`src/core/arx_pkg.sv`:
```
package arx_pkg;
	// ********************
	// Register map
	// ********************
	localparam logic [7:0] ADDR_CTRL = 8'h00;
	localparam logic [7:0] ADDR_STAT = 8'h04;
	localparam logic [7:0] ADDR_WBCNT = 8'h08;
	localparam logic [31:0] CTRL_RESET = 32'h0000_1E00;
	localparam int CTRL_W = 13;
	localparam int STAT_CLR_NULL = 5;
	localparam int STAT_CLR_DD = 6;
	// ********************
	// Write-back layout
	// ********************
	localparam int W0_RSS = 0;
	localparam int W0_PTYPE = 4;
	localparam int W0_CNT = 17;
	localparam int W0_HLEN = 21;
	localparam int W0_SPH = 31;
	localparam int W0_ID = 32;
	localparam int W0_FCSUM = 48;
	localparam int PT_IPV6 = 2;
	localparam int PT_TCP = 4;
	localparam int PT_UDP = 5;
	localparam int PT_TUNNEL = 12;
	localparam logic [3:0] RSS_HASH_MIN = 4'h1;
	localparam logic [3:0] RSS_HASH_MAX = 4'h8;
	localparam logic [15:0] HDR_LIMIT = 16'h0400;
	localparam logic [9:0] HLEN_MAX = 10'h3FF;
	localparam logic [3:0] CNT_MAX = 4'hF;
	localparam logic [3:0] CNT_CLOSE = 4'hE;
	localparam logic [14:0] BUCKET_FULL = 15'h7FFF;
	localparam logic [3:0] BUCKET_BITS_MAX = 4'hF;
	// ********************
	// Carriers
	// ********************
	// First member is the top of the control word, so format select lands in bits 2:0
	typedef struct packed {
		logic [3:0] bucketBits;
		logic fdirPerfect;
		logic dblVlanEn;
		logic ipPayCsumEn;
		logic csumOffHash;
		logic cntBypass;
		logic vlanHide;
		logic [2:0] fmtSel;
	} arx_cfg_t;
	typedef struct packed {
		logic eop;
		logic coalesced;
		logic [3:0] rssType;
		logic [12:0] ptype;
		logic [6:0] innerL34;
		logic ipv4Frag;
		logic [15:0] hdrBytes;
		logic hdrFound;
		logic [31:0] hash;
		logic rssCalc;
		logic fdirMatch;
		logic [14:0] fdirBucket;
		logic [15:0] fdirSig;
		logic [15:0] fdirSwIdx;
		logic [15:0] fragCsum;
		logic vlanSeen;
		logic udp_checksum_done;
		logic tcpCs;
		logic sctpCrc;
		logic ipcs;
		logic pif;
		logic outerIpChk;
		logic outerVlan;
		logic udpFragCsum;
		logic tsip;
		logic ts;
		logic secp;
		logic lb;
		logic bmc;
		logic [15:0] nextPtr;
	} arx_evt_t;
endpackage : arx_pkg

```
`src/core/arx_status_build.sv`:
```
`timescale 1ns/1ns
`default_nettype none
module arx_status_build import arx_pkg::*; (
	// Inputs
	input wire arx_evt_t evt,
	input wire arx_cfg_t cfg,
	// Result
	output logic [19:0] status
);
	always_comb begin
		status = 20'h0_0000;
		status[0] = 1'b1;
		status[1] = evt.eop;
		if (evt.eop) begin // see RL18
			status[2] = evt.fdirMatch; // see RL17
			status[3] = evt.vlanSeen & ~cfg.vlanHide; // see RL19
			status[4] = evt.udp_checksum_done; // see RL20
			status[5] = evt.udp_checksum_done | evt.tcpCs | evt.sctpCrc; // see RL20
			status[6] = evt.ipcs;
			status[7] = evt.pif;
			status[8] = evt.outerIpChk; // see RL21
			status[9] = evt.outerVlan & cfg.dblVlanEn; // see RL21
			status[10] = evt.udpFragCsum & evt.ipv4Frag & ~evt.ptype[PT_TUNNEL]; // see RL22
			status[15] = evt.tsip;
			status[16] = evt.ts;
			status[17] = evt.secp;
			status[18] = evt.lb;
			status[19] = evt.bmc;
		end else begin
			status[19:4] = evt.nextPtr; // see RL18
		end
	end
endmodule : arx_status_build
`default_nettype wire

```
`src/core/arx_word0_build.sv`:
```
`timescale 1ns/1ns
`default_nettype none
module arx_word0_build import arx_pkg::*; (
	// Inputs
	input wire arx_evt_t evt,
	input wire arx_cfg_t cfg,
	input wire logic first,
	input wire logic [3:0] starts,
	// Result
	output logic [63:0] word0
);
	logic [12:0] pt;
	logic [14:0] mask;
	logic fragSlot;
	always_comb begin
		pt = evt.ptype;
		if (evt.ptype[PT_TUNNEL])
			pt[6:0] = evt.innerL34; // see RL9
		if (evt.ipv4Frag) begin // see RL8
			pt[PT_UDP] = 1'b0;
			pt[PT_TCP] = 1'b0;
			pt[PT_IPV6] = 1'b0;
		end
		mask = BUCKET_FULL >> (BUCKET_BITS_MAX - cfg.bucketBits); // see RL16
		fragSlot = evt.ipv4Frag & evt.ptype[PT_UDP] & cfg.ipPayCsumEn
			& (~cfg.csumOffHash | ~evt.rssCalc);
		word0 = 64'h0;
		word0[W0_RSS +: 4] = evt.rssType; // see RL7
		word0[W0_PTYPE +: 13] = pt; // see RL8
		if (evt.coalesced) // see RL10
			word0[W0_CNT +: 4] = (starts == CNT_MAX) ? CNT_MAX : starts + 4'h1; // see RL11
		if (first) // see RL12
			word0[W0_HLEN +: 10] = (evt.hdrBytes >= HDR_LIMIT) ? HLEN_MAX : evt.hdrBytes[9:0];
		word0[W0_SPH] = evt.eop & evt.hdrFound & (evt.hdrBytes < HDR_LIMIT); // see RL13
		if (fragSlot) begin
			word0[W0_FCSUM +: 16] = evt.fragCsum; // see RL14
		end else if (evt.fdirMatch && cfg.fdirPerfect) begin
			word0[W0_ID +: 16] = evt.fdirSwIdx; // see RL17
		end else if (evt.fdirMatch) begin
			word0[W0_ID +: 15] = evt.fdirBucket & mask; // see RL16
			word0[W0_FCSUM +: 16] = evt.fdirSig;
		end else if (evt.rssType >= RSS_HASH_MIN && evt.rssType <= RSS_HASH_MAX) begin
			word0[W0_ID +: 32] = evt.hash; // see RL15
		end
	end
endmodule : arx_word0_build
`default_nettype wire

```
`src/core/arx_desc_format.sv`:
```
// Summary of operation
// RL1: Software sets format select non-zero for advanced.
// RL2: Non-zero format select gives advanced write-back.
// RL3: Read descriptor: packet and header addresses, done bit.
// RL4: Header buffer used in first descriptor only.
// RL5: Software clears done bit; header addresses aligned.
// RL6: Software never supplies zero buffer addresses.
// RL7: Four-bit RSS type at bit 0.
// RL8: Packet type at bit 4; fragments drop L4/IPv6.
// RL9: Tunnel packets report inner L3/L4 indications.
// RL10: Coalesce count zero, else one plus starts.
// RL11: Bypass lets coalescing continue; count saturates.
// RL12: Header length at bit 21, first descriptor only.
// RL13: Header split flag bit 31, below 1024, EOP.
// RL14: Fragment checksum at bit 48 when enabled.
// RL15: Hash meaningful only for RSS types 1-8.
// RL16: Bucket hash masked to filter table size.
// RL17: Filter match status bit 2 qualifies index.
// RL18: Status layout depends on end of packet.
// RL19: VLAN bit cleared when VLAN hiding enabled.
// RL20: UDP checksum bit 4; any L4 bit 5.
// RL21: Outer IP checksum bit 8; outer VLAN 9.
// RL22: Bit 10 marks fragment UDP checksum computed.
// RL23: Software polls done flag, not head pointer.
//
// The register addresses and the AHB-Lite slave port were left to the implementer.
`timescale 1ns/1ns
`default_nettype none
module arx_desc_format import arx_pkg::*; (
	// Clock and reset
	input wire logic clk_sys,
	input wire logic reset_n,
	input wire logic clkEn,
	// AHB-Lite slave
	input wire logic hsel,
	input wire logic [31:0] haddr,
	input wire logic [1:0] htrans,
	input wire logic hwrite,
	input wire logic [2:0] hsize,
	input wire logic [31:0] hwdata,
	input wire logic hready,
	output logic [31:0] hrdata,
	output logic hreadyout,
	output logic hresp,
	// Read descriptors from fetch
	input wire logic descValid,
	output logic descReady,
	input wire logic [63:0] pktAddr,
	input wire logic [63:0] hdrAddr,
	// Buffer completion events
	input wire logic evtValid,
	output logic evtReady,
	input wire arx_evt_t evt,
	input wire logic pktStart,
	// Buffer addresses for the data mover
	output logic bufValid,
	output logic [63:0] dataAddr,
	output logic hdrAddrValid,
	output logic [63:0] hdrAddrOut,
	output logic coalesceClose,
	// Write-back descriptors
	output logic wbValid,
	input wire logic wbReady,
	output logic wbAdvanced,
	output logic [63:0] wbWord0,
	output logic [63:0] wbWord1
);
	// ********************
	// State
	// ********************
	typedef struct packed {
		arx_cfg_t cfg;
		logic busPend;
		logic busWrite;
		logic [7:0] busAddr;
		logic [31:0] rdata;
		logic held;
		logic [63:0] pkt;
		logic [63:0] hdr;
		logic first;
		logic [3:0] starts;
		logic nullSeen;
		logic ddSeen;
		logic [15:0] wbCount;
		logic wbv;
		logic wbAdv;
		logic [63:0] w0;
		logic [63:0] w1;
	} arx_state_t;

	arx_state_t st;
	arx_state_t next_st;
	logic [63:0] word0;
	logic [19:0] status;
	logic addrPhase;
	logic takeDesc;
	logic takeEvt;
	logic [31:0] readVal;

	// ********************
	// Field builders
	// ********************
	arx_word0_build uWord0 (
		.evt(evt),
		.cfg(st.cfg),
		.first(st.first),
		.starts(st.starts),
		.word0(word0)
	);

	arx_status_build uStatus (
		.evt(evt),
		.cfg(st.cfg),
		.status(status)
	);

	// ********************
	// Handshakes
	// ********************
	// Zero wait states: every access completes in its data phase
	assign hreadyout = 1'b1;
	assign hresp = 1'b0;
	assign hrdata = st.rdata;
	assign addrPhase = hsel & htrans[1] & hready;
	// One descriptor at a time; the next waits until this one's completion event is taken
	assign descReady = clkEn & ~st.held;
	// A full write-back slot stalls completions until the host side drains it
	assign evtReady = clkEn & st.held & (~st.wbv | wbReady);
	assign takeDesc = descValid & descReady;
	assign takeEvt = evtValid & evtReady;
	assign bufValid = st.held;
	assign dataAddr = st.pkt;
	assign hdrAddrValid = st.held & st.first; // see RL4
	assign hdrAddrOut = {st.hdr[63:1], 1'b0}; // see RL3
	assign coalesceClose = st.held & (st.starts >= CNT_CLOSE) & ~st.cfg.cntBypass; // see RL10
	assign wbValid = st.wbv;
	assign wbAdvanced = st.wbAdv;
	assign wbWord0 = st.w0;
	assign wbWord1 = st.w1;

	// ********************
	// Register read mux
	// ********************
	always_comb begin
		readVal = 32'h0000_0000;
		case (haddr[7:0])
			ADDR_CTRL: readVal[CTRL_W-1:0] = st.cfg;
			ADDR_STAT: begin
				readVal[0] = st.held;
				readVal[4:1] = st.starts;
				readVal[STAT_CLR_NULL] = st.nullSeen;
				readVal[STAT_CLR_DD] = st.ddSeen;
				readVal[7] = st.first;
				readVal[8] = st.wbv;
			end
			ADDR_WBCNT: readVal[15:0] = st.wbCount;
			default: readVal = 32'h0000_0000;
		endcase
	end

	// ********************
	// Next state
	// ********************
	always_comb begin
		next_st = st;
		// Bus: address captured, data phase applies the write
		next_st.busPend = addrPhase;
		if (addrPhase) begin
			next_st.busWrite = hwrite;
			next_st.busAddr = haddr[7:0];
			next_st.rdata = hwrite ? 32'h0000_0000 : readVal;
		end
		if (st.busPend && st.busWrite) begin
			case (st.busAddr)
				ADDR_CTRL: next_st.cfg = hwdata[CTRL_W-1:0];
				ADDR_STAT: begin
					// Write one to clear the sticky flags
					if (hwdata[STAT_CLR_NULL])
						next_st.nullSeen = 1'b0;
					if (hwdata[STAT_CLR_DD])
						next_st.ddSeen = 1'b0;
				end
				default: next_st.cfg = st.cfg;
			endcase
		end
		// Descriptor intake; flags are set after the clear so a new event wins
		if (takeDesc) begin
			next_st.held = 1'b1;
			next_st.pkt = pktAddr;
			next_st.hdr = hdrAddr;
			next_st.starts = 4'h0;
			if (pktAddr == 64'h0 || hdrAddr == 64'h0)
				next_st.nullSeen = 1'b1; // see RL6
			if (hdrAddr[0])
				next_st.ddSeen = 1'b1; // see RL5
		end
		// Packets starting in the current buffer; count saturates
		if (st.held && pktStart && st.starts != CNT_MAX)
			next_st.starts = st.starts + 4'h1; // see RL11
		// Drain of write-back slot
		if (st.wbv && wbReady)
			next_st.wbv = 1'b0;
		// Buffer completion builds the write-back
		if (takeEvt) begin
			next_st.held = 1'b0;
			next_st.wbv = 1'b1;
			next_st.wbCount = st.wbCount + 16'h0001;
			next_st.first = evt.eop; // see RL4
			next_st.wbAdv = (st.cfg.fmtSel != 3'b000); // see RL2
			if (st.cfg.fmtSel != 3'b000) begin
				next_st.w0 = word0;
				next_st.w1 = {44'h0, status}; // see RL18
			end else begin
				// Legacy layout is handled elsewhere; only done and end flags
				next_st.w0 = 64'h0;
				next_st.w1 = {62'h0, evt.eop, 1'b1};
			end
		end
	end

	// ********************
	// State register
	// ********************
	always_ff @(posedge clk_sys or negedge reset_n) begin
		if (!reset_n) begin
			st <= '0;
			st.cfg <= CTRL_RESET[CTRL_W-1:0];
			st.first <= 1'b1;
		end else if (clkEn) begin
			st <= next_st;
		end
	end
endmodule : arx_desc_format
`default_nettype wire

```
`config.mk`:
```
export PLATFORM = sky130hd
export DESIGN_NAME = arx_desc_format
export DESIGN_NICKNAME = d
export VERILOG_FILES = /design/src/core/arx_pkg.sv /design/src/core/arx_status_build.sv /design/src/core/arx_word0_build.sv /design/src/core/arx_desc_format.sv
export SDC_FILE = /design/constraint.sdc
export NUM_CORES = 1
export LEC_CHECK = 0
export BUFFER_PORTS_ARGS = -buffer_cell sky130_fd_sc_hd__buf_4
export CAP_MARGIN = 40
export CORE_AREA = 10 10 256 258
export DETAILED_ROUTE_END_ITERATION = 8
export DIE_AREA = 0 0 266 268
export GPL_ROUTABILITY_DRIVEN = 1
export SYNTH_ARGS = -nofsm -noshare
export SYNTH_HDL_FRONTEND = slang
export SYNTH_SLANG_ARGS = --single-unit
export TNS_END_PERCENT = 1
```
`constraint.sdc`:
```
create_clock -name clk_sys -period 1.8 [get_ports clk_sys]
set_input_delay 0.45 -clock clk_sys [delete_from_list [all_inputs] [get_ports clk_sys]]
set_output_delay 0.45 -clock clk_sys [all_outputs]
set_load 0.01 [all_outputs]
```
After elaboration in Yosys (flattened, before gate mapping):

Cells that the tools add are included.
W data, S select, Z words.

* register bits: 337
* latch bits: 0
* memory bits (writable): 0
* memory bits (read-only): 0
* input bits: 378
* output and inout bits: 297
* memories: 0

* add/sub/neg operators: 3
* $mul: 0
* div/mod/pow operators: 0
* $lt $le $gt $ge: 5
* eq/ne operators: 5
* shifts and indexed selects: 1
* mux-type cells: 36
* bitwise logic cells: 31
* reductions and logical operators: 22

Operator list (count)
* $mux W130: 1
* $mux W129: 1
* $logic_not A64 Y1: 2
* $mux W128: 1
* $mux W16: 6
* $mux W32: 1
* $pmux W9 S3: 1
* $mux W10: 2
* $and A1 B1 Y1: 19
* $add A16 B1 Y16 const B: 1
* $eq A8 B3 Y1 const B: 2
* $ge A16 B11 Y1 const B: 1
* $logic_not A8 Y1: 2
* $lt A16 B11 Y1 const B: 1
* $mux W4: 4
* $and A15 B15 Y15: 1
* $mux W15: 1
* $shr A15 B4 Y15 const A: 1
* $mux W7: 2
* $reduce_and A2 Y1: 6
* $eq A8 B4 Y1 const B: 1
* $mux W1: 8
* $mux W2: 4
* $pmux W4 S2: 1
* other kinds (17): 33

Logic depth before layout (Yosys ltp):

Gate-level depths: netlist (run 1).

* depth in word-level cells: 8
* depth in mapped cells: 10

By module:

A second synthesis (run 1) with hierarchy kept.

* cells, all modules: 1725
* area total of the unflattened synthesis: 14828.0 sq um

By module, submodules not included
* arx_desc_format: times used 1, cells an instance 1494, area an instance 13406.6 sq um, seq. area each 6912.9 sq um
* arx_word0_build: times used 1, cells an instance 202, area an instance 1169.9 sq um, seq. area each 0.0 sq um
* arx_status_build: times used 1, cells an instance 29, area an instance 251.5 sq um, seq. area each 0.0 sq um

Worst setup path before layout (run 1):

Ideal clock, no wire load.

* path type: reg-to-reg
* start point: register st[319] (netlist bit)
* end point: register st[324] (netlist name)
* library setup time: 125 ps
* arrival time: 1744 ps
* setup slack: -69 ps
* cell stages (with the launch flop): 6
* path buffers: 1
* cells stage by stage: dfrtp_1 or4_1 nor4_2 and2b_4 buf_12 mux2_4

* cells in the longest elaborated chain, start to end: 2

RTL lines
* start: declaration: RTL line arx_desc_format.sv:91 `arx_state_t st;`
* start signal: assignment: RTL line arx_desc_format.sv:230 `st <= next_st;`
* $logic_not A8 Y1: RTL line arx_desc_format.sv:174 `case (st.busAddr)`
* $reduce_and A3 Y1 (no source line)

No other way between the ends.
A chain may end at the register's enable or synchronous reset.

Worst setup path in the final report (run 1):

* start point: register st[319] (netlist bit)
* end point: register st[326] (netlist name)

* cells in the longest elaborated chain, start to end: 2

RTL lines (RTL line)
* $logic_not A8 Y1: arx_desc_format.sv:174
* $reduce_and A3 Y1 (no source line)

No other way between the ends.

==> results.md, run 1 <==
* Outcome: complete, but fails checks
* Failing checks: setup timing
* Seq/Total Area, Yosys at 48.6%
* Share of layout cells above drive strength 1 at 53.1%
* Avg Vias per Cell at 4.35
* TritonCTS clock tree: built
* Synth Area in Adders at 0.264%
* CTS Buffer Depth at 3
* Worst Min Path Start: evt[7]
* Crit-path cells: or4_4 > nor4_4 > and2b_4 > buf_12 > mux2_2
* CP Capture Type: flop
* Clock-pin slew on the worst setup and hold paths at 0.06 ns
* Met2 Usage GRT at 24.6%
* CP arrival at 2.41 ns
* Worst Tran Pin Value at 0.759 ns
* H-tree depth at 2
* Port Buf Inserts at 564
* Layout Skew at 0.0266 ns
* Mux cell area share after synthesis at 14.2%
* Max_cap viols at 0
* Post-synthesis xor/xnor area fraction at 0.986%
* Area of the multi-input gates at 0.00508 mm^2
* Gr busiest metal: met2
* Clk Latency, worst-skew pair at 0.56 ns
* Worst path max stage delay at 0.55 ns
* Yosys reg bits at 276
* Ys flop type: dfrtp_1
* Max transition margin at 49.3%
* Crit path kind: flop to flop
* Worst R2R Start: st[319]$_DFFE_PN0P_
* VDD IR max at 820 uV
* First-pass iteration count of the detailed router at 4
* Cell-internal power at 16.1 mW
* Reg-to-reg endpoint: st[326]$_DFFE_PN0P_
* Grt met1 use at 15.7%
* Final Worst Setup Slack at -0.169 ns
* Kind of start point of the critical path: flop
* Register area at 0.00692 mm^2
* Initial antenna violation count at 5
* Layout Nets at 2087
* I/O pin total at 675
* Crit-path slowest cell: or4_4
* Sw Ratio at 30.1%
* Asr flop ratio synth at 100%
* Share of the clock period used by the worst path at 109%
* Netlist cell types at 60
* Critical Path Source: st[319]$_DFFE_PN0P_
* Gpl congestion at 0.872
* Fillers at 6146
* Routed wire length per instance at 21.2 um
* Reg2Reg Depth at 5
* Worst Path Max Fanout at 13
* CP required at 2.24 ns
* Leak pwr at 9.44 nW
* Layout area overhead at 37.6%
* Die X at 266 um
* Die height at 268 um
* DP HPWL at 43200 um
* Largest family of logic cells by synthesized area: buffers and inverters
* Slew Viols, Final at 0
* Remaining global-route overflow at 0
* Total CTS buffers at 35
* Initial core utilization at 23.6%
* Synthesized area at 0.0142 mm^2
* # rows at 90
* M3 GR Usage at 5.29%
* DRT Wirelength at 53300 um
* Largest net degree at the start of global routing at 53
* Util after Layout at 32.5%
* NetSw at 6.94 mW
* YS warnings at 0
* Final setup fails at 44
* R2R setup slack at -0.17 ns
* Syn Inst Count at 1286
* Simple-Gate Fraction of Synth Area at 8.96%
* Setup crit end: st[326]$_DFFE_PN0P_
* Area fraction in compound gates after synthesis at 9.29%
* Comb pwr share at 29.8%
* Via count at 10900
* Sequential share of power at 37.9%
* RSZ-0062 raised after global routing: yes
* Synth Area per Inst at 11.1 um^2
* Clock sink count at 276
* First-pass GRT wire length at 77000 um
* Final Hold Viols at 0
* Vias in the first global route at 12100
* Clock power frac at 32.3%
* Final min period at 1.97 ns
* Gr usage total at 14.1%
* Type of the tightest min-delay check: input pin to flop
* CTS Root Buffer Type: clkbuf_16
* DRC Markers at 0
* Core area at 0.0601 mm^2
* Number of synthesized flops with an enable pin at 0
* Die area at 0.0713 mm^2
* Fmax at 508 MHz
* Power per cell area at 1180 mW/mm^2
* 1st-iter DRT viols at 604
* Final ANT Viol Nets at 0
* Setup tns final at -2.61 ns
[Yosys cell counts (12+ instances only)]
library cell,number,share of area (%)
nor2_1,20,0.53
clkbuf_1,39,1.0
mux2_2,143,11
a22o_1,21,1.3
a22oi_1,38,2.0
dfrtp_1,271,48
o31ai_1,17,0.90
buf_4,292,15
nand3_1,30,1.1
nand2_1,106,2.8
mux2i_1,26,1.8
nor4_1,36,1.6
buf_2,13,0.46
nand4_1,15,0.66
a21oi_1,12,0.42
o21ai_0,69,2.4
[worst min-delay path by stage]
| stage | end | slack (ns) | cells past startpoint |
|---|---|---|---|
| after floorplan | bufValid$_DFFE_PN0P_ | 0.15 | 0 |
| after global placement | wbWord0[12]$_DFFE_PN0P_ | 0.45 | 2 |
| after detailed placement | wbWord0[41]$_DFFE_PN0P_ | 0.46 | 1 |
| after CTS | wbWord1[11]$_DFFE_PN0P_ | 0.06 | 2 |
| after global routing | st[335]$_DFFE_PN1P_ | 0.09 | 2 |
| final | wbWord1[11]$_DFFE_PN0P_ | 0.11 | 2 |
[layout by cell type, fill, tap and decap left out, drive strengths merged, types with 21 or more instances in the layout]
cell,synthesis,routed
conb,2,63
buf,315,675
a22oi,38,38
mux2,153,153
nand2,107,107
nor4,37,37
o21ai,88,88
a22o,21,21
mux2i,26,26
nand3,31,31
dfrtp,271,271
clkbuf,39,48
[per-stage QoR]
stage	power, mW	hold slack, ns	setup slack, ns	cells	cell area (um^2)
3_3_place_gp	15.5	0.455	-0.413	2445	18200
5_1_grt	24.3	0.0877	-0.251	2513	19600
6_report	23.1	0.105	-0.169	2514	19600
2_1_floorplan	13.4	0.154	-0.0690	1347	14400
4_1_cts	23.5	0.0639	-0.191	2513	19500
3_5_place_dp	15.7	0.455	-0.468	2445	18200
[kinds of logic after synthesis]
kind of cell / Yosys count
AO/OA/AOI/OAI: 199
XOR/XNOR: 16
adder cells (fa/ha/maj): 3
buffers and inverters: 359
flip-flops: 276
multiplexers: 179
other: 2
AND/OR/NAND/NOR: 252
[worst max-delay path: cells and delay by family (launching register included)]
kind	cells	cell delay (ns)
AND/OR/NAND/NOR	3	0.97
flip-flops	1	0.38
buffers and inverters	1	0.17
multiplexers	1	0.34
[layout make-up]
class	instances	share of cell area, %
sequential	276	35.4
timing repair buffer	676	27.3
multi-input combinational	712	26.0
clock buffer	48	5.14
tap	782	5.00
clock inverter	14	1.14
inverter	5	0.0959
antenna	1	0.0128
[flip-flops by register name (all words and copies together), names as in the netlist]
register	count
hrdata	16
wbAdvanced	1
st	46
wbValid	1
wbWord0	64
dataAddr	64
hdrAddrOut	63
wbWord1	20
bufValid	1
[routing by layer]
layer,routed length [um],vias up
met5,54,-
met4,1440,8
met3,4660,76
met2,26400,436
met1,20700,5406
li1,-,5004
[timing repair]
action,4_1_cts,5_1_grt
hold buffers,1,0
gates cloned,0,0
hold endpoints to repair,31,0
pin swaps,3,1
resized for setup,16,11
setup endpoints to repair,17,146
setup buffers,5,0
[power by group through the flow]
stage | clock, mW | combinational, mW | sequential [mW]
2_1_floorplan | 0 | 4.89 | 8.51
3_3_place_gp | 0 | 6.79 | 8.76
3_5_place_dp | 0 | 6.87 | 8.83
4_1_cts | 7.71 | 7.01 | 8.75
5_1_grt | 7.95 | 7.43 | 8.96
6_report | 7.46 | 6.87 | 8.75
(Power assumes the default switching activity.)
==> run 2, diff against run 1 <==
- CORE_AREA: 10 10 256 258 -> 2 2 263 265
- DIE_AREA: 0 0 266 268 -> 0 0 265 267
- SETUP_SLACK_MARGIN: default -> 0.5
==> results.md, run 2 (synthesis results as in run 1) <==
* Slew Viols, Final at 0
* Worst Tran Pin Value at 0.894 ns
* VDD IR max at 821 uV
* CP arrival at 1.50 ns
* 1st-iter DRT viols at 476
* # diodes at 0
* NetSw at 7.42 mW
* Final min period at 1.95 ns
* Util after Layout at 31.4%
* Initial core utilization at 20.9%
* Gr usage total at 13.4%
* Core area at 0.0680 mm^2
* CP required at 1.35 ns
* Leak pwr at 9.89 nW
* I/O pin total at 675
* Most common cell after layout, fill and taps aside: buf_4
* Final Hold Viols at 0
* CP Capture Type: output pin
* H-tree depth at 2
* Sequential share of power at 37.5%
* Crit path kind: flop to output pin
* Hold Path End: wbWord1[13]$_DFFE_PN0P_
* Worst path most repeated cell: and2_4
* DP HPWL at 38600 um
* Initial antenna violation count at 5
* RSZ-0062 raised after global routing: yes
* # rows at 96
* Reg-to-reg endpoint: st[332]$_DFFE_PN0P_
* Comb pwr share at 32.7%
* Final ANT Viol Nets at 0
* Fillers at 6938
* CTS Buffer Depth at 3
* Final Worst Setup Slack at -0.151 ns
* Reg2Reg Depth at 5
* Worst Min Path Start: evt[9]
* DRT Wirelength at 49500 um
* Power per cell area at 1140 mW/mm^2
* Port Buf Inserts at 564
* Layout Skew at 0.0296 ns
* Routed wire length per instance at 18.8 um
* Outcome: complete, but fails checks
* Avg Vias per Cell at 4.23
* Remaining global-route overflow at 0
* Max_cap viols at 0
* Clk Latency, worst-skew pair at 0.57 ns
* Fin area at 0.0213 mm^2
* Placed inst area at 0.0184 mm^2
* Sw Ratio at 30.5%
* First-pass iteration count of the detailed router at 5
* Clock power frac at 29.9%
* Failing checks: setup timing
* TritonCTS clock tree: built
* Largest net degree at the start of global routing at 48
* Total CTS buffers at 36
* Layout area overhead at 50.0%
* Via count at 11100
* Die X at 265 um
* Layout Nets at 2101
* R2R setup slack at -0.15 ns
* Die area at 0.0708 mm^2
* Worst R2R Start: st[319]$_DFFE_PN0P_
* Cell-internal power at 16.9 mW
* Total power at 24.3 mW
* Gpl congestion at 0.917
* Die height at 267 um
* Clock-pin slew on the worst setup and hold paths at 0.06 ns
* Share of the clock period used by the worst path at 108%
* Hold Path Depth at 2
* Crit-path slowest cell: dfrtp_1
* DRC Markers at 0
* Kind of start point of the critical path: flop
* CTS Root Buffer Type: clkbuf_16
* Final setup fails at 145
* First-pass GRT wire length at 72200 um
* Worst path max stage delay at 0.38 ns
* Crit-path cells: buf_4 > and2_4 > and2_4 > buf_6
* Worst hold slack at 0.109 ns
* Type of the tightest min-delay check: input pin to flop
* Clock sink count at 276
* Vias in the first global route at 12000
* Worst Path Max Fanout at 4
* Most frequent cells in the layout: 413 x buf_4, 264 x dfrtp_1, 253 x buf_6, 140 x mux2_2, 88 x nand2_1
* Share of layout cells above drive strength 1 at 58.4%
* Max transition margin at 40.3%
* Fmax at 513 MHz
* Setup WS pre-CTS at -0.383 ns
## run 2: what timing repair did
item | in CTS | in global routing
hold buffers | 1 | 0
endpoints found under the hold margin | 28 | 0
setup endpoints to repair | 483 | 488
pin swaps | 31 | 53
buffers inserted | 9 | 5
resized for setup | 325 | 112
## run 2: power groups by stage
stage               Clock [mW]  Combinational (mW)  Sequential [mW]
floorplan                    0                4.89             8.51
global placement             0                6.63             8.81
detailed placement           0                6.73             8.89
CTS                       7.55                7.89             9.09
global route              7.82                8.49             9.31
finish                    7.26                7.95             9.11
## run 2: stage by stage
step	std cells	TNS [ns]
after global placement	2549	-19.85
after CTS	2623	-2.67
after global routing	2628	-22.76
after floorplan	1347	-1.24
after detailed placement	2549	-20.83
final	2628	-8.27
## run 2: critical path: cells and delay by family (launching register included)
family / cells / cell delay (ns)
buffers and inverters: 2 / 0.25
AND/OR/NAND/NOR: 2 / 0.30
flip-flops: 1 / 0.38
## run 2: how the worst max path moves through the flow
| stage | depth (start not counted) | end | from |
|---|---|---|---|
| after floorplan | 5 | st[324]$_DFFE_PN0P_ | st[319]$_DFFE_PN0P_ |
| after global placement | 8 | st[147]$_DFFE_PN0P_ | pktAddr[41] |
| after detailed placement | 7 | wbWord0[48]$_DFFE_PN0P_ | evt[167] |
| after CTS | 5 | coalesceClose | st[149]$_DFFE_PN0P_ |
| after global routing | 4 | coalesceClose | bufValid$_DFFE_PN0P_ |
| final | 4 | evtReady | bufValid$_DFFE_PN0P_ |
## run 2: area by class of cell
type | count | area, um^2 | area share (%)
flip-flops and latches | 276 | 6930 | 32.5
repair buffers | 689 | 6380 | 30.0
multi-input cells | 712 | 5690 | 26.7
well taps | 882 | 1100 | 5.18
clock buffers | 45 | 945 | 4.43
clock inverters | 19 | 253 | 1.19
inverters | 5 | 18.8 | 0.0880
## run 2: per-layer routing
layer / vias up / track usage (%) / routed length [um]
li1: 5033 / - / -
met1: 5509 / 15.1 / 18700
met2: 492 / 23.1 / 24800
met3: 87 / 4.79 / 4370
met4: 8 / 4.83 / 1540
met5: - / 0 / 43
